### src/shared/lcd_host_pkg.sv
package lcd_host_pkg;
	// ---------------------------------------------------------------
	// register bus
	// ---------------------------------------------------------------
	localparam int ADDR_W = 5;
	localparam int DATA_W = 32;
	localparam logic [ADDR_W-1:0] OFF_CONFIG = 5'h00;
	localparam logic [ADDR_W-1:0] OFF_ROW_CYCLES = 5'h04;
	localparam logic [ADDR_W-1:0] OFF_COMMAND = 5'h08;
	localparam logic [ADDR_W-1:0] OFF_STATUS = 5'h0C;
	localparam logic [ADDR_W-1:0] OFF_READ_DATA = 5'h10;
	localparam logic [1:0] RESP_OKAY = 2'h0;
	localparam logic [1:0] RESP_SLVERR = 2'h2;

	// ---------------------------------------------------------------
	// field layout
	// ---------------------------------------------------------------
	localparam int CFG_MODE_LSB = 0;
	localparam int CFG_STRAP_BIT = 4;
	localparam int CMD_RS_BIT = 16;
	localparam int CMD_READ_BIT = 17;
	localparam int CMD_RAM_BIT = 18;
	localparam int CMD_PACE_BIT = 19;
	localparam int ST_BUSY_BIT = 0;
	localparam int ST_OPEN_BIT = 1;
	localparam logic [15:0] ROW_CYCLES_RST = 16'h0FDC;

	// ---------------------------------------------------------------
	// link layout
	// ---------------------------------------------------------------
	localparam int DB_W = 18;
	localparam int BYTE_W = 8;
	localparam logic [2:0] DUMMY_RAM = 3'h4;
	localparam logic [2:0] DUMMY_REG = 3'h2;
	localparam logic [2:0] DATA_BYTES = 3'h2;
	localparam logic [2:0] SERIAL_MODE = 3'h2;

	// ---------------------------------------------------------------
	// timing
	// ---------------------------------------------------------------
	localparam int CLK_NS = 10;
	localparam int SETUP_NS = 20;
	localparam int STROBE_NS = 50;
	localparam int HOLD_NS = 20;
	localparam int SCLK_HALF_NS = 100;
	localparam int SETUP_CYC = (SETUP_NS + CLK_NS - 1) / CLK_NS;
	localparam int STROBE_CYC = (STROBE_NS + CLK_NS - 1) / CLK_NS;
	localparam int HOLD_CYC = (HOLD_NS + CLK_NS - 1) / CLK_NS;
	localparam int SCLK_HALF_CYC = (SCLK_HALF_NS + CLK_NS - 1) / CLK_NS;
	localparam logic [7:0] SETUP_LAST = 8'(SETUP_CYC - 1);
	localparam logic [7:0] STROBE_LAST = 8'(STROBE_CYC - 1);
	localparam logic [7:0] HOLD_LAST = 8'(HOLD_CYC - 1);
	localparam logic [7:0] SCLK_HALF_LAST = 8'(SCLK_HALF_CYC - 1);

	typedef enum logic [4:0] {
		ST_IDLE = 5'h01,
		ST_SETUP = 5'h02,
		ST_STROBE = 5'h04,
		ST_HOLD = 5'h08,
		ST_SER = 5'h10
	} host_state_t;
endpackage : lcd_host_pkg

### src/rtl/lcd_serial_shifter.sv
`timescale 1ns/10ps
`default_nettype none
module lcd_serial_shifter (
	input wire logic aclk,
	input wire logic aresetn,
	input wire logic start,
	input wire logic [lcd_host_pkg::BYTE_W-1:0] tx_byte,
	input wire logic sdo_sync,
	output logic done,
	output logic [lcd_host_pkg::BYTE_W-1:0] rx_byte,
	output logic serial_clock,
	output logic serial_data_in
);
	import lcd_host_pkg::*;

	typedef struct packed {
		logic busy;
		logic [2:0] bitn;
		logic [7:0] div;
		logic sclk;
		logic [BYTE_W-1:0] tx;
		logic [BYTE_W-1:0] rx;
		logic done;
	} shift_t;

	localparam shift_t SHIFT_RST = '{sclk: 1'b1, default: '0};

	shift_t s;
	shift_t next_s;

	// ---------------------------------------------------------------
	// one byte, msb first; clock idles high, device samples rising edge
	// ---------------------------------------------------------------
	always_comb begin
		next_s = s;
		next_s.done = 1'b0;
		if (!s.busy) begin
			if (start) begin
				next_s.busy = 1'b1;
				next_s.bitn = 3'h0;
				next_s.div = 8'h00;
				next_s.tx = tx_byte;
				next_s.sclk = 1'b0;
			end
		end else if (s.div != SCLK_HALF_LAST) begin
			next_s.div = s.div + 8'h01;
		end else begin
			next_s.div = 8'h00;
			if (!s.sclk) begin
				next_s.sclk = 1'b1;
			end else begin
				// sampled late in the high phase so the two sync stages have settled
				next_s.rx = {s.rx[BYTE_W-2:0], sdo_sync};
				if (s.bitn == 3'h7) begin
					// last bit stays on the pin: the clock is still high here
					next_s.busy = 1'b0;
					next_s.done = 1'b1;
				end else begin
					next_s.tx = {s.tx[BYTE_W-2:0], 1'b0};
					next_s.bitn = s.bitn + 3'h1;
					next_s.sclk = 1'b0;
				end
			end
		end
	end

	always_ff @(posedge aclk) begin
		if (!aresetn) begin
			s <= SHIFT_RST;
		end else begin
			s <= next_s;
		end
	end

	assign done = s.done;
	assign rx_byte = s.rx;
	assign serial_clock = s.sclk;
	assign serial_data_in = s.tx[BYTE_W-1];
endmodule : lcd_serial_shifter
`default_nettype wire

### src/rtl/lcd_host_ctrl.sv
// Behaviour
// all-low 68 16-bit, bit1 80 16-bit
// 1001 68 9-bit, 1011 80 9-bit
// 9-bit splits word, upper part first
// 0001 68 8-bit, 0011 80 8-bit
// 8-bit splits word, upper byte first
// index writes also send both parts
// serial uses select, clock, two data lines
// transaction framed by chip select low
// start byte carries six-bit chip address
// address lsb from strap, five fixed bits
// start byte bit seven is register select
// start byte bit eight is direction
// bytes move msb first after start byte
// instruction upper byte then lower byte
// ram read skips four dummy bytes
// status/instruction read skips two bytes
// frame-sync mode set by device registers
// device scans from oscillator and sync
// device resets write address on sync
// wait two rows after sync fall
// host pixel rate must exceed budget
// each raster row is sixteen oscillator clocks
// registers set only over system interface
// mode switch waits for frame end
// address mismatch ignores rest of transaction
// device commits word after second part
//
// Local design decisions: register access over AXI4-Lite and the register addresses.
`timescale 1ns/10ps
`default_nettype none
module lcd_host_ctrl #(
	parameter logic [4:0] DEVICE_CODE = 5'h15, // arbitrary value
	parameter logic [15:0] ROW_CYCLES_INIT = lcd_host_pkg::ROW_CYCLES_RST
) (
	input wire logic aclk,
	input wire logic aresetn,
	input wire logic [lcd_host_pkg::ADDR_W-1:0] awaddr,
	input wire logic awvalid,
	output logic awready,
	input wire logic [lcd_host_pkg::DATA_W-1:0] wdata,
	input wire logic [3:0] wstrb,
	input wire logic wvalid,
	output logic wready,
	output logic [1:0] bresp,
	output logic bvalid,
	input wire logic bready,
	input wire logic [lcd_host_pkg::ADDR_W-1:0] araddr,
	input wire logic arvalid,
	output logic arready,
	output logic [lcd_host_pkg::DATA_W-1:0] rdata,
	output logic [1:0] rresp,
	output logic rvalid,
	input wire logic rready,
	output logic [2:0] interface_mode_pins,
	output logic mode_lsb_or_strap_pin,
	output logic chip_select_n,
	output logic register_select,
	output logic write_n,
	output logic read_n,
	output logic enable,
	output logic read_not_write,
	output logic [lcd_host_pkg::DB_W-1:0] data_bus_out,
	output logic data_bus_oe,
	input wire logic [lcd_host_pkg::DB_W-1:0] data_bus_in,
	output logic serial_clock,
	output logic serial_data_in,
	input wire logic serial_data_out,
	input wire logic frame_sync
);
	import lcd_host_pkg::*;

	// ---------------------------------------------------------------
	// elaboration checks
	// ---------------------------------------------------------------
	// the read sample point needs the bus sync delay inside the strobe
	if (STROBE_CYC < 3 || STROBE_CYC > 255 || SETUP_CYC > 255 || HOLD_CYC > 255) begin : g_bad_timing
		$error("strobe timing out of range");
	end
	if (SCLK_HALF_CYC < 3 || SCLK_HALF_CYC > 255) begin : g_bad_sclk
		$error("serial clock half period out of range");
	end
	if (ROW_CYCLES_INIT == 16'h0000) begin : g_bad_row
		$error("row period must be nonzero");
	end

	// ---------------------------------------------------------------
	// mode decode
	// ---------------------------------------------------------------
	function automatic logic is_serial(input logic [3:0] m);
		return m[3:1] == SERIAL_MODE;
	endfunction : is_serial

	function automatic logic is_split(input logic [3:0] m);
		return m[0] && !is_serial(m);
	endfunction : is_split

	function automatic logic is_80(input logic [3:0] m);
		return m[1];
	endfunction : is_80

	function automatic logic [DB_W-1:0] bus_word(input logic [15:0] d, input logic [3:0] m,
			input logic beat);
		if (is_split(m)) begin
			return {(beat ? d[7:0] : d[15:8]), 10'h000};
		end
		return {d[15:8], 1'b0, d[7:0], 1'b0};
	endfunction : bus_word

	function automatic logic [DATA_W-1:0] merge(input logic [DATA_W-1:0] old,
			input logic [DATA_W-1:0] nw, input logic [3:0] strb);
		logic [DATA_W-1:0] r;
		r = old;
		for (int i = 0; i < 4; i++) begin
			if (strb[i]) begin
				r[i*8 +: 8] = nw[i*8 +: 8];
			end
		end
		return r;
	endfunction : merge

	// ---------------------------------------------------------------
	// state
	// ---------------------------------------------------------------
	typedef struct packed {
		logic [3:0] cfg_mode;
		logic cfg_strap;
		logic [15:0] row_cycles;
		logic aw_held;
		logic [ADDR_W-1:0] aw_addr;
		logic w_held;
		logic [DATA_W-1:0] w_data;
		logic [3:0] w_strb;
		logic bvalid;
		logic [1:0] bresp;
		logic rvalid;
		logic [DATA_W-1:0] rdata;
		logic [1:0] rresp;
		host_state_t st;
		logic pend;
		logic [15:0] cmd_data;
		logic cmd_rs;
		logic cmd_read;
		logic cmd_ram;
		logic cmd_pace;
		logic beat;
		logic [2:0] bytes_left;
		logic [7:0] cnt;
		logic [15:0] read_word;
		logic cs_n;
		logic rs;
		logic wr_n;
		logic rd_n;
		logic en;
		logic rnw;
		logic [DB_W-1:0] dout;
		logic doe;
		logic ser_start;
		logic [BYTE_W-1:0] ser_tx;
		logic fs_s1;
		logic fs_s2;
		logic fs_prev;
		logic sdo_s1;
		logic sdo_s2;
		logic [DB_W-1:0] db_s1;
		logic [DB_W-1:0] db_s2;
		logic [16:0] win_cnt;
		logic win_open;
	} ctrl_t;

	localparam ctrl_t CTRL_RST = '{
		row_cycles: ROW_CYCLES_INIT,
		st: ST_IDLE,
		cs_n: 1'b1,
		wr_n: 1'b1,
		rd_n: 1'b1,
		rnw: 1'b1,
		win_open: 1'b1,
		default: '0
	};

	ctrl_t s;
	ctrl_t next_s;
	logic ser_done;
	logic [BYTE_W-1:0] ser_rx;
	logic busy;
	logic [16:0] win_len;

	assign busy = s.pend || (s.st != ST_IDLE);
	assign win_len = {s.row_cycles, 1'b0};

	// ---------------------------------------------------------------
	// next state
	// ---------------------------------------------------------------
	always_comb begin
		next_s = s;
		next_s.ser_start = 1'b0;

		// pin synchronisers
		next_s.fs_s1 = frame_sync;
		next_s.fs_s2 = s.fs_s1;
		next_s.fs_prev = s.fs_s2;
		next_s.sdo_s1 = serial_data_out;
		next_s.sdo_s2 = s.sdo_s1;
		next_s.db_s1 = data_bus_in;
		next_s.db_s2 = s.db_s1;

		// write window: closed at each sync fall until two rows pass
		if (s.fs_prev && !s.fs_s2) begin
			next_s.win_open = 1'b0;
			next_s.win_cnt = 17'h00000;
		end else if (!s.win_open) begin
			if (s.win_cnt >= win_len - 17'h00001) begin
				next_s.win_open = 1'b1;
			end else begin
				next_s.win_cnt = s.win_cnt + 17'h00001;
			end
		end

		// register bus: address and data taken in either order
		if (awvalid && !s.aw_held) begin
			next_s.aw_held = 1'b1;
			next_s.aw_addr = awaddr;
		end
		if (wvalid && !s.w_held) begin
			next_s.w_held = 1'b1;
			next_s.w_data = wdata;
			next_s.w_strb = wstrb;
		end
		if (s.bvalid && bready) begin
			next_s.bvalid = 1'b0;
		end
		if (s.aw_held && s.w_held && !s.bvalid) begin
			next_s.aw_held = 1'b0;
			next_s.w_held = 1'b0;
			next_s.bvalid = 1'b1;
			next_s.bresp = RESP_OKAY;
			unique case (s.aw_addr)
				OFF_CONFIG: begin
					{next_s.cfg_strap, next_s.cfg_mode} =
						5'(merge(DATA_W'({s.cfg_strap, s.cfg_mode}), s.w_data, s.w_strb));
				end
				OFF_ROW_CYCLES: begin
					next_s.row_cycles = 16'(merge(DATA_W'(s.row_cycles), s.w_data, s.w_strb));
				end
				OFF_COMMAND: begin
					// a command written while busy is dropped; software polls busy first
					if (!busy) begin
						next_s.pend = 1'b1;
						next_s.cmd_data = s.w_data[15:0];
						next_s.cmd_rs = s.w_data[CMD_RS_BIT];
						next_s.cmd_read = s.w_data[CMD_READ_BIT];
						next_s.cmd_ram = s.w_data[CMD_RAM_BIT];
						next_s.cmd_pace = s.w_data[CMD_PACE_BIT];
					end
				end
				OFF_STATUS, OFF_READ_DATA: begin
				end
				default: begin
					next_s.bresp = RESP_SLVERR;
				end
			endcase
		end

		if (s.rvalid && rready) begin
			next_s.rvalid = 1'b0;
		end
		if (arvalid && !s.rvalid) begin
			next_s.rvalid = 1'b1;
			next_s.rresp = RESP_OKAY;
			next_s.rdata = '0;
			unique case (araddr)
				OFF_CONFIG: next_s.rdata = DATA_W'({s.cfg_strap, s.cfg_mode});
				OFF_ROW_CYCLES: next_s.rdata = DATA_W'(s.row_cycles);
				OFF_COMMAND: begin
				end
				OFF_STATUS: begin
					next_s.rdata[ST_BUSY_BIT] = busy;
					next_s.rdata[ST_OPEN_BIT] = s.win_open;
				end
				OFF_READ_DATA: next_s.rdata = DATA_W'(s.read_word);
				default: next_s.rresp = RESP_SLVERR;
			endcase
		end

		// link sequencer
		next_s.cnt = s.cnt + 8'h01;
		unique case (s.st)
			ST_IDLE: begin
				// paced commands hold off until the write window opens
				if (s.pend && (!s.cmd_pace || s.win_open)) begin
					next_s.pend = 1'b0;
					next_s.cs_n = 1'b0;
					next_s.rs = s.cmd_rs;
					next_s.cnt = 8'h00;
					next_s.beat = 1'b0;
					if (is_serial(s.cfg_mode)) begin
						next_s.ser_start = 1'b1;
						next_s.ser_tx = {DEVICE_CODE, s.cfg_strap, s.cmd_rs, s.cmd_read};
						next_s.bytes_left = !s.cmd_read ? DATA_BYTES :
							(s.cmd_ram ? DUMMY_RAM : DUMMY_REG) + DATA_BYTES;
						next_s.st = ST_SER;
					end else begin
						next_s.rnw = s.cmd_read;
						next_s.doe = !s.cmd_read;
						next_s.dout = bus_word(s.cmd_data, s.cfg_mode, 1'b0);
						next_s.st = ST_SETUP;
					end
				end
			end
			ST_SETUP: begin
				if (s.cnt == SETUP_LAST) begin
					next_s.cnt = 8'h00;
					if (is_80(s.cfg_mode)) begin
						next_s.wr_n = s.cmd_read;
						next_s.rd_n = !s.cmd_read;
					end else begin
						next_s.en = 1'b1;
					end
					next_s.st = ST_STROBE;
				end
			end
			ST_STROBE: begin
				if (s.cnt == STROBE_LAST) begin
					next_s.cnt = 8'h00;
					if (s.cmd_read) begin
						if (!is_split(s.cfg_mode)) begin
							next_s.read_word = {s.db_s2[17:10], s.db_s2[8:1]};
						end else if (!s.beat) begin
							next_s.read_word[15:8] = s.db_s2[17:10];
						end else begin
							next_s.read_word[7:0] = s.db_s2[17:10];
						end
					end
					next_s.wr_n = 1'b1;
					next_s.rd_n = 1'b1;
					next_s.en = 1'b0;
					next_s.st = ST_HOLD;
				end
			end
			ST_HOLD: begin
				if (s.cnt == HOLD_LAST) begin
					next_s.cnt = 8'h00;
					if (is_split(s.cfg_mode) && !s.beat) begin
						next_s.beat = 1'b1;
						next_s.dout = bus_word(s.cmd_data, s.cfg_mode, 1'b1);
						next_s.st = ST_SETUP;
					end else begin
						next_s.cs_n = 1'b1;
						next_s.doe = 1'b0;
						next_s.rnw = 1'b1;
						next_s.st = ST_IDLE;
					end
				end
			end
			ST_SER: begin
				if (ser_done) begin
					// dummies shift through; the last two bytes stay in the word
					if (s.cmd_read) begin
						next_s.read_word = {s.read_word[7:0], ser_rx};
					end
					if (s.bytes_left == 3'h0) begin
						next_s.cs_n = 1'b1;
						next_s.st = ST_IDLE;
					end else begin
						next_s.bytes_left = s.bytes_left - 3'h1;
						next_s.ser_start = 1'b1;
						next_s.ser_tx = s.cmd_read ? 8'h00 :
							(s.bytes_left == DATA_BYTES ? s.cmd_data[15:8] : s.cmd_data[7:0]);
					end
				end
			end
		endcase
	end

	always_ff @(posedge aclk) begin
		if (!aresetn) begin
			s <= CTRL_RST;
		end else begin
			s <= next_s;
		end
	end

	// ---------------------------------------------------------------
	// serial link
	// ---------------------------------------------------------------
	lcd_serial_shifter u_shifter (
		.aclk(aclk),
		.aresetn(aresetn),
		.start(s.ser_start),
		.tx_byte(s.ser_tx),
		.sdo_sync(s.sdo_s2),
		.done(ser_done),
		.rx_byte(ser_rx),
		.serial_clock(serial_clock),
		.serial_data_in(serial_data_in)
	);

	// ---------------------------------------------------------------
	// outputs
	// ---------------------------------------------------------------
	assign awready = !s.aw_held;
	assign wready = !s.w_held;
	assign bvalid = s.bvalid;
	assign bresp = s.bresp;
	assign arready = !s.rvalid;
	assign rvalid = s.rvalid;
	assign rdata = s.rdata;
	assign rresp = s.rresp;
	assign interface_mode_pins = s.cfg_mode[3:1];
	assign mode_lsb_or_strap_pin = is_serial(s.cfg_mode) ? s.cfg_strap : s.cfg_mode[0];
	assign chip_select_n = s.cs_n;
	assign register_select = s.rs;
	assign write_n = s.wr_n;
	assign read_n = s.rd_n;
	assign enable = s.en;
	assign read_not_write = s.rnw;
	assign data_bus_out = s.dout;
	assign data_bus_oe = s.doe;
endmodule : lcd_host_ctrl
`default_nettype wire

### config.mk
export PLATFORM = sky130hd
export DESIGN_NAME = lcd_host_ctrl
export DESIGN_NICKNAME = d
export VERILOG_FILES = /design/src/shared/lcd_host_pkg.sv /design/src/rtl/lcd_serial_shifter.sv /design/src/rtl/lcd_host_ctrl.sv
export SDC_FILE = /design/constraint.sdc
export NUM_CORES = 1
export LEC_CHECK = 0
export BUFFER_PORTS_ARGS = -buffer_cell sky130_fd_sc_hd__buf_2
export CAP_MARGIN = 10
export CORE_ASPECT_RATIO = 1.25
export CORE_MARGIN = 2
export CORE_UTILIZATION = 37
export CTS_CLUSTER_DIAMETER = 150
export DETAILED_ROUTE_END_ITERATION = 10
export SLEW_MARGIN = 25
export SYNTH_ARGS = -nofsm -noshare
export SYNTH_HDL_FRONTEND = slang
export SYNTH_HIERARCHICAL = 1
export SYNTH_SLANG_ARGS = --single-unit
export TNS_END_PERCENT = 5
### constraint.sdc
create_clock -name aclk -period 10.3 [get_ports aclk]
set_clock_uncertainty 0.15 [all_clocks]
set_input_delay 1.545 -clock aclk [delete_from_list [all_inputs] [get_ports aclk]]
set_output_delay 1.545 -clock aclk [all_outputs]
set_load 0.005 [all_outputs]
## After elaboration in Yosys (flattened, before gate mapping)

Index checks and enable logic that the tools add are counted.

- $add $sub $neg: 7
- Magnitude comparators: 1
- Equal/unequal tests: 40
- Muxes and demuxes: 90
- Bitwise gates (word level): 7
- Reductions and logical operators: 58

Operators by type and width:

| cell | number |
|---|---|
| 18-bit two-way mux | 6 |
| 21-bit two-way mux | 5 |
| 16-bit two-way mux | 3 |
| 8-bit two-way mux | 6 |
| 14-bit case mux with 3 select lines | 1 |
| 20-bit two-way mux | 2 |
| 20-bit case mux with 2 select lines | 1 |
| 9-bit two-way mux | 4 |
| 35-bit two-way mux | 1 |
| 17-bit two-way mux | 2 |
| 2-bit != test, second input constant | 17 |
| 16-bit case mux with 2 select lines | 1 |
| 5-bit two-way mux | 6 |
| 29-bit two-way mux | 1 |
| 3-bit two-way mux | 9 |
| 5-bit by 4-bit equality test with 1-bit output, second input constant | 5 |
| 5-bit case mux with 5 select lines | 1 |
| 1-bit two-way mux | 24 |
| 24-bit two-way mux | 1 |
| 8-bit case mux with 3 select lines | 1 |
| 6-bit AND reduction | 4 |
| 9-bit case mux with 2 select lines | 1 |
| 17-bit by 1-bit adder with 17-bit output, second input constant | 1 |
| 17-bit greater-or-equal comparator | 1 |
| 40 further kinds | 99 |

- Register bits: 265
- Bits of input ports: 73
- Output and inout bits: 72

## Longest topological paths before layout

Gate-level depths: netlist of the first run.

- Depth in word-level cells: 11
- Gate-level depth with buffers: 14
- Mapped depth without buffers: 12

## By module

The synthesis of the first run kept the hierarchy.

By module, submodules not included:

| module | times used | cells an instance | area an instance (um^2) | seq. area each (um^2) |
|---|---|---|---|---|
| lcd_host_ctrl | 1 | 1,127 | 9,808.2 | 4,224.1 |
| lcd_serial_shifter | 1 | 158 | 1,485.2 | 600.6 |

## Worst setup path after synthesis of the first run

No wires, ideal clock.

- Path kind: flip-flop to flip-flop
- Start point: register s[235] in the netlist's numbering
- End point: register s[16] in the netlist's numbering
- Setup time: 0.070 ns
- Arrival time: 3.062 ns
- Slack: 7.018 ns
- Stages on the path, launching flop included: 13
- Path buffers: 1
- Cell sequence: dfxtp_1 > or3_1 > or3_1 > nor4_2 > and3_1 > xnor2_1 > ha_1 > a21o_1 > a21oi_1 > o21ai_1 > clkbuf_1 > or4_1 > a21oi_1

- Word-level cells in the longest chain between the ends: 4

RTL lines:

| item | RTL line | RTL |
|---|---|---|
| from (decl) | lcd_host_ctrl.sv:182 | `ctrl_t s;` |
| from (signal assigned) | lcd_host_ctrl.sv:380 | `s <= next_s;` |
| 17-bit by 1-bit subtractor with 17-bit output | lcd_host_ctrl.sv:213 | `if (s.win_cnt >= win_len - 17'h00001) begin` |
| 17-bit greater-or-equal comparator | lcd_host_ctrl.sv:213 |  |
| 1-bit inverter (no line) | - |  |
| 2-bit AND reduction (no line) | - |  |

No other way between the ends.
A chain may end at the register's enable or synchronous reset.

## Worst setup path in the final report of the first run

- Start point: register s, in the netlist interface_mode_pins[0]
- End point: output mode_lsb_or_strap_pin

- Word-level cells in the longest chain between the ends: 2

RTL lines:

| item | RTL line | RTL |
|---|---|---|
| 3-bit by 2-bit equality test with 1-bit output | lcd_host_ctrl.sv:91 | `return m[3:1] == SERIAL_MODE;` |
| 1-bit two-way mux | lcd_host_ctrl.sv:411 | `assign mode_lsb_or_strap_pin = is_serial(s.cfg_mode) ? s.cfg_strap : s.cfg_mode[0];` |
| to (decl) | lcd_host_ctrl.sv:56 | `output logic mode_lsb_or_strap_pin,` |

No other way between the ends.

==> results.cfg, run 1 <==
[outcome]
status = complete, no violations

[layout]
nets = 1420
fin_cells = 1737
syn2layout_area_growth_pct = 10.8
fillers = 3040
n_antenna_cell = 0
drive_above_1_share = 0.159

[routing]
drt_first_pass_iters = 5
first_iter_violations = 521
routed_wl_um = 27900
vias = 8863
drc = 0
ant_nets = 0
wire_per_inst_um = 16.1
via_per_inst = 5.10

[floorplan]
die_x_um = 160
pin_count = 145
coreArea_um2 = 30100
start_util = 0.375
rows = 71
die_h_um = 199
die-area_um2 = 31900

[clock_tree]
cts-htree-levels = 1
clkLatencyLatePin_ns = 0.52
cts_resized = 0
postCtsSetupRepairBufs = 0
cts_root_buffer = clkbuf_16
clk_pin_slew_ns = 0.06
cts_buffers = 25
cts-hold-fix-buffers = 0
clock_path_buffers = 3
cts_tree = yes
cts_sinks = 241

[power]
leakage_nw = 4.79
power-per-cell-area_nw_per_um2 = 160
peakVddDrop_uv = 82.3

[critical_path]
endpoint_kind = output port
cp_max_fo = 9
crit_type = register to output port
cp-start-kind = register
crit_arrival_ns = 2.30
required_ns = 8.61

[timing]
hold_viol = 0
setup_tns_ns = 0
tightestPinTransition_ns = 0.990
timing.final.crit_share = 0.388
rsz0062_at_grt = false
max-slew-margin-rel = 0.340
period_minus_slack_ns = 4.00
clock.fmax_mhz = 250
drv_slew = 0
setup_violations = 0

[synth]
ys_ff_latch = 241
ys_types = 83
synth-seq-area-share = 0.427
netlist.area_leader.share = 0.427
syn-cell-area_um2 = 11300
synthCells = 1285
yosysMostFrequentCell = dfxtp_1
synthArstFlopShare = 0
yosys_most_used_dff = dfxtp_1
yosysTopAreaCell = dfxtp_1
synth.top_cells.by_count = dfxtp_1, nand2_1, a21oi_1
synth_area_per_cell_um2 = 8.79
synth_edf_count = 0
synthTopCellsByArea = dfxtp_1, nand2_1, mux2i_1
ys_warn_count = 6

[placement]
port-buffer-count = 108
place_congestion = 0.850
numPlacedInstances = 1692
place_hpwl_um = 20200

[global_route]
grt_pass1_vias = 8457
gr-usage-all-layers = 0.173
grt_max_degree = 86
grt_pass1_wl_um = 44900
grt_overflow = 0
antenna_found_initial = 0

[run]
cap_viol_max_count = 0

[hold_path]
hold_class = register to register
[critical path: stages, from the launching register on]
cell     delay (ns)
dfxtp_1        0.44
or3b_1         0.51
nand2_1        0.43
nand2_1        0.22
buf_2          0.18
[path summary, 6_finish.rpt]
kind | startpoint | to | slack (ns) | cells past startpoint
hold / removal | next_s[19] | s[19] | 0.28 | 1
hold reg to reg | next_s[19] | s[19] | 0.28 | 1
setup / recovery | interface_mode_pins[0] | mode_lsb_or_strap_pin | 6.30 | 4
setup reg to reg | s[233] | s[17] | 6.76 | 12
[power breakdown]
part           internal, W  switching [W]  leakage [nW]
registers         0.000951      0.0000174          1.96
clock network     0.000581       0.000370         0.429
logic            0.0000316      0.0000500          2.41
[cells by family (layout without fill, tap and decap cells)]
logic type,after synthesis,in the layout,synth area share
muxes,62,62,0.0561
and+or+nand+nor,514,514,0.229
AOI/OAI and AO/OA,271,271,0.160
other,1,20,0.000332
DFF,241,241,0.427
xor gates and xnor gates,22,22,0.0171
adders and majority gates,29,29,0.0321
buffers and inverters,145,177,0.0778
[cell usage in the layout (no fill, tap or decap), types with 18 or more instances in the layout]
cell and n:
dfxtp_1 241, nand2_1 188, buf_2 108, a21oi_1 88, nor2_1 84, and2_1 58
mux2i_1 52, nand3_1 41, nor3_1 40, o21ai_0 38, ha_1 29, clkbuf_16 25
a22oi_1 22, conb_1 20, nor2b_1 19, a21oi_2 19, inv_1 18
[layout make-up]
cell class,instances,area (µm²),area share
clock buffer,34,709,0.0567
inverter,19,73.8,0.00590
tap,401,502,0.0401
multi-input combinational,918,5660,0.453
timing repair buffer,113,578,0.0462
sequential,241,4820,0.386
clock inverter,11,161,0.0129
[state kept, by name, indices dropped and copies added (netlist names), 3 cells and up]
signal / count
next_s: 19
data_bus_out: 16
interface_mode_pins: 3
u_shifter/rx_byte: 8
rdata: 16
s: 146
u_shifter/s: 19
[layer usage]
metal,GRT usage,part of all wire
met5,0,0
met4,0.0714,0.039
met3,0.0222,0.038
met2,0.302,0.48
met1,0.216,0.44
[through the flow]
| step | power [W] | hold WS (ns) | util | setup slack (ns) | instance area (µm²) |
|---|---|---|---|---|---|
| 6_report | 0.00200 | 0.280 | 0.415 | 6.30 | 12500 |
| 5_1_grt | 0.00207 | 0.291 | 0.415 | 6.23 | 12500 |
| 4_1_cts | 0.00203 | 0.282 | 0.415 | 6.31 | 12500 |
| 3_5_place_dp | 0.00107 | 0.269 | 0.387 | 6.32 | 11600 |
| 3_3_place_gp | 0.00107 | 0.270 | 0.387 | 6.34 | 11600 |
| 2_1_floorplan | 0.00105 | 0.262 | - | 7.02 | 11400 |
No activity file was read; power rests on OpenSTA's default activity.
==> inputs of run 2 (changes only) <==
- clock period: 10.3 -> 3.8 ns (I/O delays scaled with it)
==> run 2 against run 1 <==
  * Power rose to 2.7 times the previous value
  * Count of clock-buffer cells in the layout fell by 1
  * Via count up 0.32%
  * Sequential power increased to 2.7 times the previous value
  * Wire length increased by 1.3%
  * Cell area grew 0.60%
  * Clock power grew to 2.8 times the previous value
  * First-iteration DRC count increased by 20%
  * Global-route usage is 0.19 points higher
  * Non-clock buffer count grew 4
  * Critical endpoint is now s[17]
  * Highest routed layer unchanged
==> results.cfg, run 2 (synthesized netlist as in run 1, its figures left out) <==
[layout]
nets = 1425
syn2layout_area_growth_pct = 11.4
largest_register = s
layout_commonest_cell = dfxtp_1
fin_cells = 1744
n_antenna_cell = 0
largest_reg_flops = 146
final_cell_mix = dfxtp_1, nand2_1, buf_2
drive_above_1_share = 0.165
fillers = 3013

[global_route]
grt_pass1_vias = 8491
grt_pass1_wl_um = 45300
grt_overflow = 0
grt_max_degree = 59
gr-usage-all-layers = 0.175
antenna_found_initial = 0

[critical_path]
r2r-end = s[17]
r2r_cells = 12
endpoint = s[17]
endpoint_kind = register
required_ns = 4.10
r2r-start = s[235]
crit_type = register to register
cp-startpoint = s[235]
ff2ff_setup_slack_ns = 0.27
crit_arrival_ns = 3.83
cp-start-kind = register
cp_max_fo = 28

[run]
cap_viol_max_count = 0

[timing]
setup_violations = 0
clock.fmax_mhz = 283
hold_viol = 0
setup_tns_ns = 0
tightestPinTransition_ns = 0.883
fin_ws_ns = 0.271
period_minus_slack_ns = 3.53
timing.final.crit_share = 0.929
max-slew-margin-rel = 0.410
drv_slew = 0
rsz0062_at_grt = false

[power]
total_power_w = 0.00548
leakage_nw = 4.82
power-per-cell-area_nw_per_um2 = 435
peakVddDrop_uv = 235

[routing]
wire_per_inst_um = 16.2
ant_nets = 0
drc = 0
vias = 8891
drt_first_pass_iters = 8
routed_wl_um = 28300
first_iter_violations = 627
via_per_inst = 5.10

[placement]
port-buffer-count = 108
numPlacedInstances = 1696
place_hpwl_um = 20500
place_congestion = 0.857
place_ws_ns = 0.293

[clock_tree]
clock_path_buffers = 3
cts_sinks = 241
cts-hold-fix-buffers = 0
cts-htree-levels = 1
clkLatencyLatePin_ns = 0.53
cts_resized = 0
postCtsSetupRepairBufs = 0
clk_pin_slew_ns = 0.06
cts_tree = yes
cts_buffers = 26
cts_root_buffer = clkbuf_16

[floorplan]
die_x_um = 160
die-area_um2 = 31900
die_h_um = 199
start_util = 0.375
pin_count = 145
coreArea_um2 = 30100
rows = 71

[hold_path]
hold_class = input port to register

[outcome]
status = complete, no violations
-- run 2: metrics by stage --
| step | utilization | hold slack, ns | cell area, µm² |
|---|---|---|---|
| final | 0.418 | 0.0736 | 12600 |
| after global routing | 0.418 | 0.0631 | 12600 |
| after CTS | 0.418 | 0.0538 | 12600 |
| after detailed placement | 0.388 | 0.272 | 11700 |
| after global placement | 0.388 | 0.272 | 11700 |
| after floorplan | - | 0.262 | 11400 |
-- run 2: final cells by class --
type	instances	area, µm²	area share
Clock buffer	33	728	0.0579
Multi-Input combinational cell	918	5660	0.450
Sequential cell	241	4820	0.383
Inverter	19	73.8	0.00587
Tap cell	401	502	0.0399
Timing Repair Buffer	117	621	0.0493
Clock inverter	15	175	0.0139
-- run 2: metal layers --
metal  global-route usage  routed length [µm]  vias to the layer above  share of wire
met3               0.0274                1210                       54          0.043
met4               0.0614                 892                        0          0.032
li1                     -                   -                     4492              -
met2                0.311               13800                      201           0.49
met1                0.215               12400                     4144           0.44
met5                    0                   0                        -              0
-- run 2: power by group --
group / leakage, nW / internal [W] / total, W / switching, W
Clock: 0.434 / 0.00157 / 0.00263 / 0.00106
Combinational: 2.43 / 0.0000885 / 0.000227 / 0.000139
Sequential: 1.96 / 0.00258 / 0.00262 / 0.0000473
Total: 4.82 / 0.00424 / 0.00548 / 0.00124
-- run 2: worst min-delay path by stage --
stage               start         end  slack, ns  depth (start not counted)
2_1_floorplan  next_s[57]  next_s[56]       0.26                          1
3_3_place_gp   next_s[32]       s[32]       0.27                          1
3_5_place_dp   next_s[34]       s[34]       0.27                          1
4_1_cts            rready      rvalid       0.05                          2
5_1_grt            rready      rvalid       0.06                          2
6_report           rready      rvalid       0.07                          2
-- run 2: worst max-delay path, stage by stage, from the launching register on --
cell,delay (ns)
dfxtp_1,0.36
or3_1,0.41
or3_1,0.40
nor3_1,0.24
xnor2_1,0.15
ha_1,0.26
o21a_1,0.14
a21oi_4,0.18
o211a_1,0.20
a221oi_2,0.07
buf_4,0.22
or4_1,0.52
a21oi_1,0.14
